[config.mk]
export PLATFORM = sky130hd
export DESIGN_NAME = software_event_generator
export DESIGN_NICKNAME = d
export VERILOG_FILES = /design/src/rtl/seg_pkg.sv /design/src/rtl/event_lane.sv /design/src/rtl/software_event_generator.sv
export SDC_FILE = /design/constraint.sdc
export NUM_CORES = 1
export LEC_CHECK = 0
export BUFFER_PORTS_ARGS = -buffer_cell sky130_fd_sc_hd__buf_2
export CORE_UTILIZATION = 46
export CTS_BUF_LIST = sky130_fd_sc_hd__clkbuf_4
export CTS_CLUSTER_DIAMETER = 50
export DETAILED_ROUTE_END_ITERATION = 10
export GPL_TIMING_DRIVEN = 1
export PLACE_DENSITY = 0.65
export SKIP_LAST_GASP = 1
export SYNTH_ARGS = -nofsm -noshare
export SYNTH_HDL_FRONTEND = slang
export SYNTH_SLANG_ARGS = --single-unit
[constraint.sdc]
create_clock -name mclk -period 8.5 [get_ports mclk]
set_input_delay 2.55 -clock mclk [delete_from_list [all_inputs] [get_ports mclk]]
set_output_delay 2.55 -clock mclk [all_outputs]
set_load 0.03 [all_outputs]
[src/rtl/seg_pkg.sv]
package seg_pkg;
   // Sizes of the event bank and of the routing network
   localparam int unsigned NUM_EVENTS = 16;
   localparam int unsigned NUM_CHANNELS = 16;
   localparam int unsigned CHAN_IDX_W = 4;
   localparam int unsigned IDX_W = 4;
   localparam int unsigned ADDR_W = 12;
   localparam int unsigned DATA_W = 32;

   // Register byte offsets
   localparam logic [11:0] TASK_BASE = 12'h000;
   localparam logic [11:0] SUB_BASE = 12'h080;
   localparam logic [11:0] EVT_BASE = 12'h100;
   localparam logic [11:0] PUB_BASE = 12'h180;
   localparam logic [11:0] MASK_OFS = 12'h300;
   localparam logic [11:0] MASK_SET_OFS = 12'h304;
   localparam logic [11:0] MASK_CLR_OFS = 12'h308;
   localparam logic [11:0] PEND_OFS = 12'h310;

   // Bank decode: a bank of sixteen words spans address bits 5..2
   localparam int unsigned BANK_LSB = 6;
   localparam int unsigned WORD_LSB = 2;

   // Field positions
   localparam int unsigned TRIG_BIT = 0;
   localparam int unsigned FLAG_BIT = 0;
   localparam int unsigned CFG_EN_BIT = 31;
   localparam int unsigned CHAN_IDX_LSB = 0;

   // Reset values
   localparam logic [31:0] CFG_RESET = 32'h00000000;
   localparam logic [15:0] MASK_RESET = 16'h0000;
   localparam logic [15:0] CHAN_RESET = 16'h0000;
   localparam logic [31:0] RDATA_RESET = 32'h00000000;

   // Flag to interrupt latency in mclk cycles
   localparam int unsigned IRQ_LATENCY_CYC = 1;

   // Register regions seen by the decoder
   typedef enum logic [2:0] {
      REG_NONE = 3'b000,
      REG_TASK = 3'b001,
      REG_SUB = 3'b010,
      REG_EVT = 3'b011,
      REG_PUB = 3'b100,
      REG_MASK = 3'b101,
      REG_SET = 3'b110,
      REG_CLR = 3'b111
   } region_t;
endpackage : seg_pkg

[src/rtl/event_lane.sv]
`timescale 1ns/100ps
module event_lane #(
   parameter int unsigned CHAN_W = seg_pkg::CHAN_IDX_W
) (
   input wire logic mclk,
   input wire logic reset_n,
   input wire logic trig_wr,
   input wire logic flag_wr,
   input wire logic pend_clr,
   input wire logic sub_wr,
   input wire logic pub_wr,
   input wire logic [seg_pkg::DATA_W-1:0] wdata,
   input wire logic [(1<<CHAN_W)-1:0] chan_activity,
   output logic flag_q,
   output logic [seg_pkg::DATA_W-1:0] sub_cfg,
   output logic [seg_pkg::DATA_W-1:0] pub_cfg,
   output logic [(1<<CHAN_W)-1:0] pub_vec
);
   import seg_pkg::*;

   logic sub_en_q;
   logic [CHAN_W-1:0] sub_idx_q;
   logic pub_en_q;
   logic [CHAN_W-1:0] pub_idx_q;
   logic fire;

   // Subscribe configuration, cleared at reset
   always_ff @(posedge mclk) begin
      if (!reset_n) begin
         sub_en_q <= 1'b0;
         sub_idx_q <= '0;
      end else if (sub_wr) begin
         sub_en_q <= wdata[CFG_EN_BIT];
         sub_idx_q <= wdata[CHAN_IDX_LSB +: CHAN_W];
      end
   end

   // Publish configuration, cleared at reset
   always_ff @(posedge mclk) begin
      if (!reset_n) begin
         pub_en_q <= 1'b0;
         pub_idx_q <= '0;
      end else if (pub_wr) begin
         pub_en_q <= wdata[CFG_EN_BIT];
         pub_idx_q <= wdata[CHAN_IDX_LSB +: CHAN_W];
      end
   end

   // Task fires from software or from the subscribed channel
   assign fire = (trig_wr & wdata[TRIG_BIT])
      | (sub_en_q & chan_activity[sub_idx_q]);

   // Event flag; a firing task beats a clear in the same cycle
   always_ff @(posedge mclk) begin
      if (!reset_n) begin
         flag_q <= 1'b0;
      end else if (fire) begin
         flag_q <= 1'b1;
      end else if (flag_wr) begin
         flag_q <= wdata[FLAG_BIT];
      end else if (pend_clr) begin
         flag_q <= 1'b0;
      end
   end

   // Readback of both configurations
   always_comb begin
      sub_cfg = CFG_RESET;
      sub_cfg[CFG_EN_BIT] = sub_en_q;
      sub_cfg[CHAN_IDX_LSB +: CHAN_W] = sub_idx_q;
      pub_cfg = CFG_RESET;
      pub_cfg[CFG_EN_BIT] = pub_en_q;
      pub_cfg[CHAN_IDX_LSB +: CHAN_W] = pub_idx_q;
   end

   // One-hot request on the chosen channel while the event fires
   always_comb begin
      pub_vec = '0;
      if (fire && pub_en_q) begin
         pub_vec[pub_idx_q] = 1'b1;
      end
   end
endmodule : event_lane

[src/rtl/software_event_generator.sv]
// Summary of operation
// - Writing one to task word n sets event flag n.
// - An enabled subscription fires task n when its channel is active.
// - Event flag word n reads one once generated, zero otherwise.
// - An enabled publication signals event n on its chosen channel.
// - Mask register holds one interrupt enable bit per event flag.
// - Writing one to a mask-set bit sets that enable bit.
// - Writing one to a mask-clear bit clears that enable bit.
// - Interrupt rises one cycle after an enabled flag becomes set.
`timescale 1ns/100ps
module software_event_generator (
   input wire logic mclk,
   input wire logic reset_n,
   input wire logic [seg_pkg::ADDR_W-1:0] reg_addr,
   input wire logic [seg_pkg::DATA_W-1:0] reg_wdata,
   input wire logic reg_wr,
   input wire logic reg_rd,
   output logic [seg_pkg::DATA_W-1:0] reg_rdata,
   input wire logic [seg_pkg::NUM_CHANNELS-1:0] chan_activity,
   output logic [seg_pkg::NUM_CHANNELS-1:0] chan_publish,
   output logic irq
);
   import seg_pkg::*;

   // Decode an address into its register region
   function automatic region_t addr_region(
      input logic [ADDR_W-1:0] a
   );
      region_t r;
      r = REG_NONE;
      if (a[WORD_LSB-1:0] == 2'b00) begin
         if (a[ADDR_W-1:BANK_LSB] == TASK_BASE[ADDR_W-1:BANK_LSB]) begin
            r = REG_TASK;
         end else if (a[ADDR_W-1:BANK_LSB]
                      == SUB_BASE[ADDR_W-1:BANK_LSB]) begin
            r = REG_SUB;
         end else if (a[ADDR_W-1:BANK_LSB]
                      == EVT_BASE[ADDR_W-1:BANK_LSB]) begin
            r = REG_EVT;
         end else if (a[ADDR_W-1:BANK_LSB]
                      == PUB_BASE[ADDR_W-1:BANK_LSB]) begin
            r = REG_PUB;
         end else if (a == MASK_OFS) begin
            r = REG_MASK;
         end else if (a == MASK_SET_OFS) begin
            r = REG_SET;
         end else if (a == MASK_CLR_OFS) begin
            r = REG_CLR;
         end
      end
      return r;
   endfunction : addr_region

   // Word index inside a sixteen-word bank
   function automatic logic [IDX_W-1:0] addr_index(
      input logic [ADDR_W-1:0] a
   );
      return a[WORD_LSB +: IDX_W];
   endfunction : addr_index

   region_t wr_region;
   region_t rd_region;
   logic [IDX_W-1:0] wr_idx;
   logic [IDX_W-1:0] rd_idx;
   logic [NUM_EVENTS-1:0] wr_sel;
   logic wr_task;
   logic wr_sub;
   logic wr_evt;
   logic wr_pub;
   logic wr_pend;
   logic [NUM_EVENTS-1:0] flags;
   logic [NUM_EVENTS-1:0] mask_q;
   logic [NUM_EVENTS-1:0] mask_d;
   logic [DATA_W-1:0] sub_cfg [NUM_EVENTS];
   logic [DATA_W-1:0] pub_cfg [NUM_EVENTS];
   logic [NUM_CHANNELS-1:0] pub_vec [NUM_EVENTS];
   logic [NUM_CHANNELS-1:0] pub_or;
   logic [DATA_W-1:0] rd_d;
   logic irq_q;
   logic [NUM_CHANNELS-1:0] chan_publish_q;
   logic [DATA_W-1:0] reg_rdata_q;
   logic pend_hit;

   // Write and read decode share the same address bus
   assign wr_region = addr_region(reg_addr);
   assign rd_region = addr_region(reg_addr);
   assign wr_idx = addr_index(reg_addr);
   assign rd_idx = addr_index(reg_addr);
   assign wr_sel = NUM_EVENTS'(1) << wr_idx;

   // The pending word sits outside the bank regions
   assign pend_hit = (reg_addr == PEND_OFS);

   // Write strobes per region
   assign wr_task = reg_wr && (wr_region == REG_TASK);
   assign wr_sub = reg_wr && (wr_region == REG_SUB);
   assign wr_evt = reg_wr && (wr_region == REG_EVT);
   assign wr_pub = reg_wr && (wr_region == REG_PUB);
   assign wr_pend = reg_wr && pend_hit;

   // One lane per event: flag, subscription and publication
   for (genvar n = 0; n < NUM_EVENTS; n++) begin : g_lane
      event_lane #(
         .CHAN_W(CHAN_IDX_W)
      ) event_lane_inst (
         .mclk(mclk),
         .reset_n(reset_n),
         .trig_wr(wr_task && wr_sel[n]),
         .flag_wr(wr_evt && wr_sel[n]),
         .pend_clr(wr_pend && reg_wdata[n]),
         .sub_wr(wr_sub && wr_sel[n]),
         .pub_wr(wr_pub && wr_sel[n]),
         .wdata(reg_wdata),
         .chan_activity(chan_activity),
         .flag_q(flags[n]),
         .sub_cfg(sub_cfg[n]),
         .pub_cfg(pub_cfg[n]),
         .pub_vec(pub_vec[n])
      );
   end

   // Next interrupt mask: plain write, set-only and clear-only views
   always_comb begin
      mask_d = mask_q;
      if (reg_wr) begin
         unique case (wr_region)
            REG_MASK: mask_d = reg_wdata[NUM_EVENTS-1:0];
            REG_SET: mask_d = mask_q | reg_wdata[NUM_EVENTS-1:0];
            REG_CLR: mask_d = mask_q & ~reg_wdata[NUM_EVENTS-1:0];
            default: mask_d = mask_q;
         endcase
      end
   end

   // Interrupt mask register
   always_ff @(posedge mclk) begin
      if (!reset_n) begin
         mask_q <= MASK_RESET;
      end else begin
         mask_q <= mask_d;
      end
   end

   // Registered interrupt; a flop keeps the line glitch free
   always_ff @(posedge mclk) begin
      if (!reset_n) begin
         irq_q <= 1'b0;
      end else begin
         irq_q <= |(flags & mask_q);
      end
   end

   assign irq = irq_q;

   // Merge every lane's publication onto the channel network
   always_comb begin
      pub_or = '0;
      for (int unsigned n = 0; n < NUM_EVENTS; n++) begin
         pub_or = pub_or | pub_vec[n];
      end
   end

   // Publish pulses are registered so the network sees clean strobes
   always_ff @(posedge mclk) begin
      if (!reset_n) begin
         chan_publish_q <= CHAN_RESET;
      end else begin
         chan_publish_q <= pub_or;
      end
   end

   assign chan_publish = chan_publish_q;

   // Read mux; task words are write-only and read as zero
   always_comb begin
      rd_d = RDATA_RESET;
      if (pend_hit) begin
         rd_d[NUM_EVENTS-1:0] = flags;
      end else begin
         unique case (rd_region)
            REG_SUB: rd_d = sub_cfg[rd_idx];
            REG_EVT: rd_d[FLAG_BIT] = flags[rd_idx];
            REG_PUB: rd_d = pub_cfg[rd_idx];
            REG_MASK, REG_SET, REG_CLR: begin
               rd_d[NUM_EVENTS-1:0] = mask_q;
            end
            default: rd_d = RDATA_RESET;
         endcase
      end
   end

   // Read data stands only in the cycle after the strobe
   always_ff @(posedge mclk) begin
      if (!reset_n) begin
         reg_rdata_q <= RDATA_RESET;
      end else if (reg_rd) begin
         reg_rdata_q <= rd_d;
      end else begin
         reg_rdata_q <= RDATA_RESET;
      end
   end

   assign reg_rdata = reg_rdata_q;

   // Helper state that only the checks below read
   logic [IDX_W-1:0] chk_idx_q;
   logic [NUM_EVENTS-1:0] chk_flags_q;
   logic [NUM_EVENTS-1:0] chk_sel_q;
   logic [CHAN_IDX_W-1:0] chk_chan_q;
   logic cfg_en_any;

   // Remember the index and flags seen at the previous edge
   always_ff @(posedge mclk) begin
      if (!reset_n) begin
         chk_idx_q <= '0;
         chk_flags_q <= '0;
         chk_sel_q <= '0;
         chk_chan_q <= '0;
      end else begin
         chk_idx_q <= rd_idx;
         chk_flags_q <= flags;
         chk_sel_q <= wr_sel;
         chk_chan_q <= pub_cfg[wr_idx][CHAN_IDX_LSB +: CHAN_IDX_W];
      end
   end

   // Any enabled subscription or publication, for the reset check
   always_comb begin
      cfg_en_any = 1'b0;
      for (int unsigned n = 0; n < NUM_EVENTS; n++) begin
         cfg_en_any = cfg_en_any | sub_cfg[n][CFG_EN_BIT]
            | pub_cfg[n][CFG_EN_BIT];
      end
   end
endmodule : software_event_generator

* Word-level counts from Yosys, hierarchy flattened *
Cells that the tools add are included.

storage, ports and cells
  flip-flop bits (word level) = 241
  output and inout port bits = 49
  word-level logic and storage cells = 510
  bits of input ports = 64

cells by class
  multiplexer cells = 149
  reduce and logical (&&, ||, !) cells = 141
  shift operators = 1
  magnitude comparators = 50
  equality and inequality tests = 14
  bitwise gates (word level) = 70

operators by type and width
  cell                  number
  $mux 16               17
  $bmux 32 s4           2
  $or 16x16->16         16
  $lt 4x5->1 const B    33
  $mux 32               4
  $logic_and 1x1->1     117
  $mux 1                81
  $bmux 1 s4            17
  $demux 1 s4           16
  $ge 4x1->1 const B    16
  $reduce_bool 3->1     17
  $eq 12x10->1 const B  4
  $pmux 16 s3           1
  $pmux 15 s3           1
  $and 1x1->1           32
  $and 16x16->16        2
  $pmux 16 s2           1
  $mux 3                8
  $not 16->16           1
  $or 1x1->1            16
  $reduce_or 16->1      1
  $shl 1x4->16 const A  1
  $eq 3x3->1 const B    4
  $eq 6x3->1 const B    2
  other kinds (11)      15

* Logic depth before layout (Yosys ltp) *
Gate-level depths: netlist of the first run.

  word-level depth = 31
  mapped depth = 11
  mapped depth without buffers = 8

* Hierarchy *
A second synthesis of the first run with hierarchy kept.

unflattened totals
  cell total of the unflattened synthesis = 3448
  area total of the unflattened synthesis = 31450.2 µm²

by module, submodules not included
  module                                       seq. area each (µm²)  times used  cells each  area an instance (µm²)
  event_lane at g_lane[0].event_lane_inst ...  220.2                 15          156         1256.2
  software_event_generator                     1301.2                1           948         11363.4
  event_lane at g_lane[9].event_lane_inst      220.2                 1           160         1243.7

* Worst setup path before layout of the first run *
Ideal clock, no wire load.

  path kind = input-to-reg
  from = input port reg_addr[3] (netlist name)
  to = register reg_rdata_q[1], in the netlist reg_rdata[1]
  buffers on the path = 4
  path slack = 3.645 ns
  stages on the path = 8
  setup time = 0.122 ns
  arrival time = 4.733 ns
  required time = 8.378 ns
  cell sequence = buf_2 -> buf_2 -> buf_2 -> clkbuf_1 -> mux4_2 -> mux4_2 -> a221oi_1 -> nor2_1

on the way
  cells in the longest elaborated chain, start to end = 13
  elaborated cells between the ends (all ways) = 27
  classes of those cells = eq/ne: 9; mux: 16; bitwise: 1; reduce/logical: 1

ends and longest elaborated chain
  element                 RTL line                         text
  start: declaration      software_event_generator.sv:14   input wire logic [seg_pkg::ADDR_W-1:0] reg_addr,
  $eq 12x10->1            software_event_generator.sv:47   end else if (a == MASK_CLR_OFS) begin
  $mux 3                  software_event_generator.sv:47
  $mux 3                  software_event_generator.sv:45   end else if (a == MASK_SET_OFS) begin
  $mux 3                  software_event_generator.sv:43   end else if (a == MASK_OFS) begin
  $mux 3                  software_event_generator.sv:40   end else if (a[ADDR_W-1:BANK_LSB]
  $mux 3                  software_event_generator.sv:37   end else if (a[ADDR_W-1:BANK_LSB]
  $mux 3                  software_event_generator.sv:34   end else if (a[ADDR_W-1:BANK_LSB]
  $mux 3                  software_event_generator.sv:32   if (a[ADDR_W-1:BANK_LSB] == TASK_BASE[ADDR_W-1:BANK_LSB]) begin
  $mux 3                  software_event_generator.sv:31   if (a[WORD_LSB-1:0] == 2'b00) begin
  $eq 3x3->1              software_event_generator.sv:180  unique case (rd_region)
  $reduce_or 3->1         software_event_generator.sv:180
  $pmux 15 s3             software_event_generator.sv:180
  $mux 16 *               software_event_generator.sv:177  if (pend_hit) begin
  end signal: assignment  software_event_generator.sv:197  reg_rdata_q <= rd_d;
  end: declaration        software_event_generator.sv:81   logic [DATA_W-1:0] reg_rdata_q;

Every way passes the cells marked *; elsewhere a longest branch is shown, timed or not. The select of a mux whose other input is x is not followed.
A chain may end at the register's enable or synchronous reset.

* Final worst setup path of the first run *
  from = input port reg_addr[3] (netlist name)
  to = register chan_publish_q[5], in the netlist chan_publish[5]

on the way
  cells in the longest elaborated chain, start to end = 31
  elaborated cells between the ends (all ways) = 109
  classes of those cells = eq/ne: 4; shift: 1; mux: 24; bitwise: 47; reduce/logical: 33

ends and longest elaborated chain
  element                       RTL line                         text
  $eq 12x10->1                  software_event_generator.sv:47
  $mux 3                        software_event_generator.sv:47
  $mux 3                        software_event_generator.sv:45
  $mux 3                        software_event_generator.sv:43
  $mux 3                        software_event_generator.sv:40
  $mux 3                        software_event_generator.sv:37
  $mux 3                        software_event_generator.sv:34
  $mux 3                        software_event_generator.sv:32
  (+2 left out)                 --
  $logic_and 1x1->1             software_event_generator.sv:95   assign wr_task = reg_wr && (wr_region == REG_TASK);
  $logic_and 1x1->1             software_event_generator.sv:108  .trig_wr(wr_task && wr_sel[n]),
  $and 1x1->1                   event_lane.sv:50                 assign fire = (trig_wr & wdata[TRIG_BIT])
  $or 1x1->1                    event_lane.sv:51                 | (sub_en_q & chan_activity[sub_idx_q]);
  $logic_and 1x1->1             event_lane.sv:79                 if (fire && pub_en_q) begin
  $mux 16                       event_lane.sv:79
  $or 16x16->16 (14 in series)  software_event_generator.sv:159  pub_or = pub_or | pub_vec[n];
  $or 16x16->16 *               software_event_generator.sv:159
  end signal: assignment        software_event_generator.sv:168  chan_publish_q <= pub_or;
  end: declaration              software_event_generator.sv:80   logic [NUM_CHANNELS-1:0] chan_publish_q;

Every way passes the cells marked *; elsewhere a longest branch is shown, timed or not.

==> results of run 1 <==
synth_stat cells (all sizes together) (8+ instances only):
cell type,count
a211oi,11
a21oi,184
a22oi,38
a311oi,16
a31oi,21
and2,9
and3,14
buf,73
clkbuf,130
dfxtp,226
inv,29
mux2i,125
mux4,70
nand2,262
nand2b,40
nand3,204
nand3b,12
nand4,54
nand4b,8
nor2,154
nor2b,45
nor3,44
nor3b,8
nor4,41
nor4b,8
o2111ai,18
o211ai,11
o21ai,41
o31ai,11
or2,10
or3,10
critical path, stage by stage:
cell	delay, ps
buf_2	270
buf_4	690
nand2b_1	330
nor3_1	100
buf_4	250
nand2_1	90
nand3_1	520
a32o_1	510
a2111oi_0	800
a31oi_1	150
sequential cells by signal, summed over array words and instances (netlist names):
name                              count
g_lane.event_lane_inst.sub_idx_q     64
g_lane.event_lane_inst.sub_en_q      16
g_lane.event_lane_inst.pub_en_q      16
irq                                   1
chan_publish                         16
g_lane.event_lane_inst.pub_idx_q     64
mask_q                               16
reg_rdata                            17
g_lane.event_lane_inst.flag_q        16
logic make-up after synthesis:
group / share of synthesized area [%]
AND/OR/NAND/NOR: 30.6
AO/OA/AOI/OAI: 16.3
buffers and inverters: 6.45
multiplexers: 18.0
flip-flops: 28.6
XOR/XNOR: 0.0554
other: 0.0237
through the flow:
stage / area [sq um] / utilization, % / instances
CTS: 16900 / 50.2 / 2487
detailed placement: 16100 / 47.9 / 2378
floorplan: 15900 / - / 2027
finish: 16900 / 50.2 / 2489
global placement: 16100 / 47.9 / 2378
global route: 16900 / 50.2 / 2489
path summary, 6_finish.rpt:
| check | slack (ps) | to | startpoint |
|---|---|---|---|
| min reg2reg | 490 | g_lane[6].event_lane_inst.pub_en_q | g_lane[6].event_lane_inst.pub_en_q |
| max reg2reg | 4960 | chan_publish[5] | g_lane[1].event_lane_inst.sub_idx_q[0] |
| min | 490 | g_lane[6].event_lane_inst.pub_en_q | g_lane[6].event_lane_inst.pub_en_q |
| max | 2870 | chan_publish[5] | reg_addr[3] |
power by group:
group,switching (mW),internal [mW]
registers,0.000372,1.06
clock network,0.509,0.474
logic,0.134,0.0441
total,0.644,1.58
routing by layer:
metal  wire, um  GRT usage, %
met5         22             0
met4       1760          11.0
met3       8080          7.56
met2      28100          53.7
met1      27400          53.7
area by class of cell:
type | count | area (sq um)
diodes | 2 | 5.00
clock buffers | 87 | 653
fillers | 3331 | 16800
flip-flops and latches | 226 | 4520
repair buffers | 106 | 603
clock inverters | 22 | 109
well taps | 448 | 561
multi-input cells | 1569 | 10300
inverters | 29 | 114
==> impl_metrics.ini, run 1 <==
[sta]
rsz0062_at_grt = no
hold_viol = 0
period_needed_ps = 5630
holdWs_ps = 494
setup_slack_ps = 2870
setup_viol = 0
finalClockSkew_ps = 65.6
worst_pin_slew_ps = 1080
relSlewSlack_pct = 28.0
fin_crit_sh_pct = 66.3
fmax_mhz = 178
fin_setup_tns_ps = 0
drv_slew = 0

[synthesis]
ys_ff_latch = 226
yosysSeqAreaShare_pct = 28.6
ys.flop_type = dfxtp_1
syn_inst = 2013
synth_area_leaders = dfxtp_1 (29%), mux4_2 (10%), mux2i_1 (7.9%)
synth.distinct_cells = 76
async_reset_ff_share_pct = 0
yosysTopAreaCellShare_pct = 28.6
avgSynthCellArea_sq_um = 7.86
synth_edf_count = 0
ys_warn_count = 0
syn_area_sq_mm = 0.0158
yosysTopAreaCell = dfxtp_1

[die]
ios = 113
die_w_um = 187
initial_core_util_pct = 46.9
die-area_sq_mm = 0.0351
die_y_um = 187
core_sq_mm = 0.0337
placementRows = 67

[placement]
io_buffers = 82
dp_hpwl_um = 45800
globalplace.congestion = 1.03
place_ws_ps = 2110

[finish]
final_common_cell = nand2_1
fin_nets = 2057
areaGrowthSynthToFinish_pct = 6.88
final_cell_mix = nand2_1 (262), dfxtp_1 (226), nand3_1 (204)
drive_gt1_share_pct = 14.8

[clock_tree]
cts_tree = built
postCtsSetupRepairBufs = 0
cts_repair_resize_count = 0
clk_pin_slew_worst_paths_ps = 70
clkSinkCount = 226
clockBufferDepth = 3
htreeDepth = 2
cts-hold-fix-buffers = 0
cts-root-buf = clkbuf_4
clk_latency_ps = 850
cts_buffers = 61

[grt]
grt_usage_pct = 36.7
grt_overflow_total = 0
grt_pass1_vias = 14900
grt_max_degree = 128
antenna_found_initial = 3
grt_pass1_wl_um = 97300

[routing]
wl_um = 65400
drt-pass1-iter-count = 6
drtIter0Drc = 2515
via_per_inst = 6.70
num_vias = 16700
wl_per_cell_um = 26.3
drc_errors = 0
antenna_left = 0

[worst_setup_path]
worstPathRequired_ps = 9190
endpoint_kind = flip-flop
startpoint_type = input port
cp_max_fo = 43
cp.arrival_ps = 6320
reg2regPathDepth = 6
setup.worst_path.class = in -> reg

[worst_hold_path]
min_path_cells = 2
hp-class = reg -> reg

[power]
vdd.ir_drop.worst_mv = 0.111
power_mw = 2.22
powerDensity_mw_per_mm2 = 131
p_leak_nw = 5.17

[outcome]
status = finished clean

[run]
max_cap_viol_count = 0
No activity file was read; power rests on OpenSTA's default activity.
==> run 2, diff against run 1 <==
--- a/config.mk
+++ b/config.mk
@@ -11,7 +11,7 @@
 export CTS_CLUSTER_DIAMETER = 50
 export DETAILED_ROUTE_END_ITERATION = 10
 export GPL_TIMING_DRIVEN = 1
-export PLACE_DENSITY = 0.65
+export PLACE_DENSITY = 0.67
 export SKIP_LAST_GASP = 1
 export SYNTH_ARGS = -nofsm -noshare
 export SYNTH_HDL_FRONTEND = slang
==> constraint.sdc (replaced) <==
create_clock -name mclk -period 5.1 [get_ports mclk]
set_input_delay 1.53 -clock mclk [delete_from_list [all_inputs] [get_ports mclk]]
set_output_delay 1.53 -clock mclk [all_outputs]
set_load 0.03 [all_outputs]
==> run 2 against run 1 <==
Flip-flop and latch count unchanged; worst setup slack worse by 1900 ps; via count is 1.4% higher; power up 73%; critical path depth down 1; largest cell class unchanged.
==> impl_metrics.ini, run 2 (synthesized netlist as in run 1, its figures left out) <==
[worst_setup_path]
critPathSlowestCell = o211ai_2
cp_max_fo = 10
worstPathRequired_ps = 5700
critPathMaxStageDelay_ps = 610
path_cells = buf_2 > or3_1 > nor3_4 > nor2_1 > o211ai_2 > nand4b_1 > o32ai_1 > nor4_1 > a41oi_1
cp.arrival_ps = 4710
startpoint_type = input port
endpoint_kind = flip-flop
worst-path-buf-inv = 1
reg2reg_slack_ps = 1770
crit_family = simple AND/OR/NAND/NOR gates
setup.worst_path.class = in -> reg

[finish]
final_cell_mix = nand2_1 (262), dfxtp_1 (226), nand3_1 (204)
drive_gt1_share_pct = 16.0
fin_nets = 2091
areaGrowthSynthToFinish_pct = 8.68
finalNonFillerCells = 2522
final_common_cell = nand2_1
fin_area_sq_mm = 0.0172

[sta]
fmax_mhz = 243
drv_slew = 0
finalClockSkew_ps = 84.3
period_needed_ps = 4110
hold_viol = 0
worst_pin_slew_ps = 1040
fin_setup_tns_ps = 0
relSlewSlack_pct = 30.7
holdWs_ps = 492
rsz0062_at_grt = no
setup_viol = 0
fin_crit_sh_pct = 80.6

[power]
powerDensity_mw_per_mm2 = 223
p_leak_nw = 5.35
power_mw = 3.84
vdd.ir_drop.worst_mv = 0.153

[clock_tree]
cts-root-buf = clkbuf_4
clk_latency_ps = 770
cts_repair_resize_count = 0
cts_tree = built
cts-hold-fix-buffers = 0
clkSinkCount = 226
htreeDepth = 3
clk_pin_slew_worst_paths_ps = 60
clockBufferDepth = 3
cts_buffers = 67
postCtsSetupRepairBufs = 0

[placement]
placement.cell_area_sq_mm = 0.0164
dp_hpwl_um = 46700
io_buffers = 82
dpl.cell_count = 2406
globalplace.congestion = 1.01

[routing]
num_vias = 16900
via_per_inst = 6.71
drt-pass1-iter-count = 6
antenna_left = 0
drc_errors = 0
drtIter0Drc = 2751
wl_per_cell_um = 25.6
wl_um = 64400

[outcome]
status = finished clean

[die]
die_w_um = 187
initial_core_util_pct = 46.9
die-area_sq_mm = 0.0351
placementRows = 67
ios = 113
core_sq_mm = 0.0337
die_y_um = 187

[grt]
grt_pass1_vias = 15100
grt_max_degree = 97
grt_overflow_total = 0
grt_pass1_wl_um = 97000
grt_usage_pct = 36.2
antenna_found_initial = 3

[run]
max_cap_viol_count = 0

[worst_hold_path]
hp-class = reg -> reg
-- run 2: worst paths after layout --
kind / start / to / depth (start not counted)
worst max-delay path: reg_addr[6] / chan_publish[4] / 9
worst min-delay path: g_lane[5].event_lane_inst.sub_en_q / g_lane[5].event_lane_inst.sub_en_q / 2
worst max register to register: g_lane[15].event_lane_inst.sub_idx_q[0] / chan_publish[1] / 7
worst min register to register: g_lane[5].event_lane_inst.sub_en_q / g_lane[5].event_lane_inst.sub_en_q / 2
-- run 2: power by group --
group	internal, mW	leakage (nW)	switching, mW
Clock	0.911	0.483	0.861
Combinational	0.0783	3.05	0.219
Sequential	1.77	1.82	0.000616
Total	2.75	5.35	1.08
-- run 2: area by class of cell --
type	count	area, sq um
fillers	3360	16500
diodes	3	7.51
multi-input cells	1569	10300
flip-flops and latches	226	4520
clock inverters	25	168
well taps	448	561
inverters	29	114
repair buffers	134	826
clock buffers	88	661
-- run 2: routing by layer --
metal	up-vias	global-route usage (%)	wire length (um)
li1	7511	-	-
met5	-	0	11
met4	2	11.2	1850
met3	134	7.56	8260
met1	8092	53.2	27100
met2	1177	52.5	27200
-- run 2: per-stage QoR --
step	utilization, %	setup slack [ps]
finish	51.0	990
global route	51.0	982
floorplan	-	1270
detailed placement	48.5	466
CTS	51.0	1200
global placement	48.5	530
-- run 2: worst min-delay path, stage by stage, from the launching register on --
cell and delay (ps):
dfxtp_1 330, nand2_1 60, a21oi_1 50
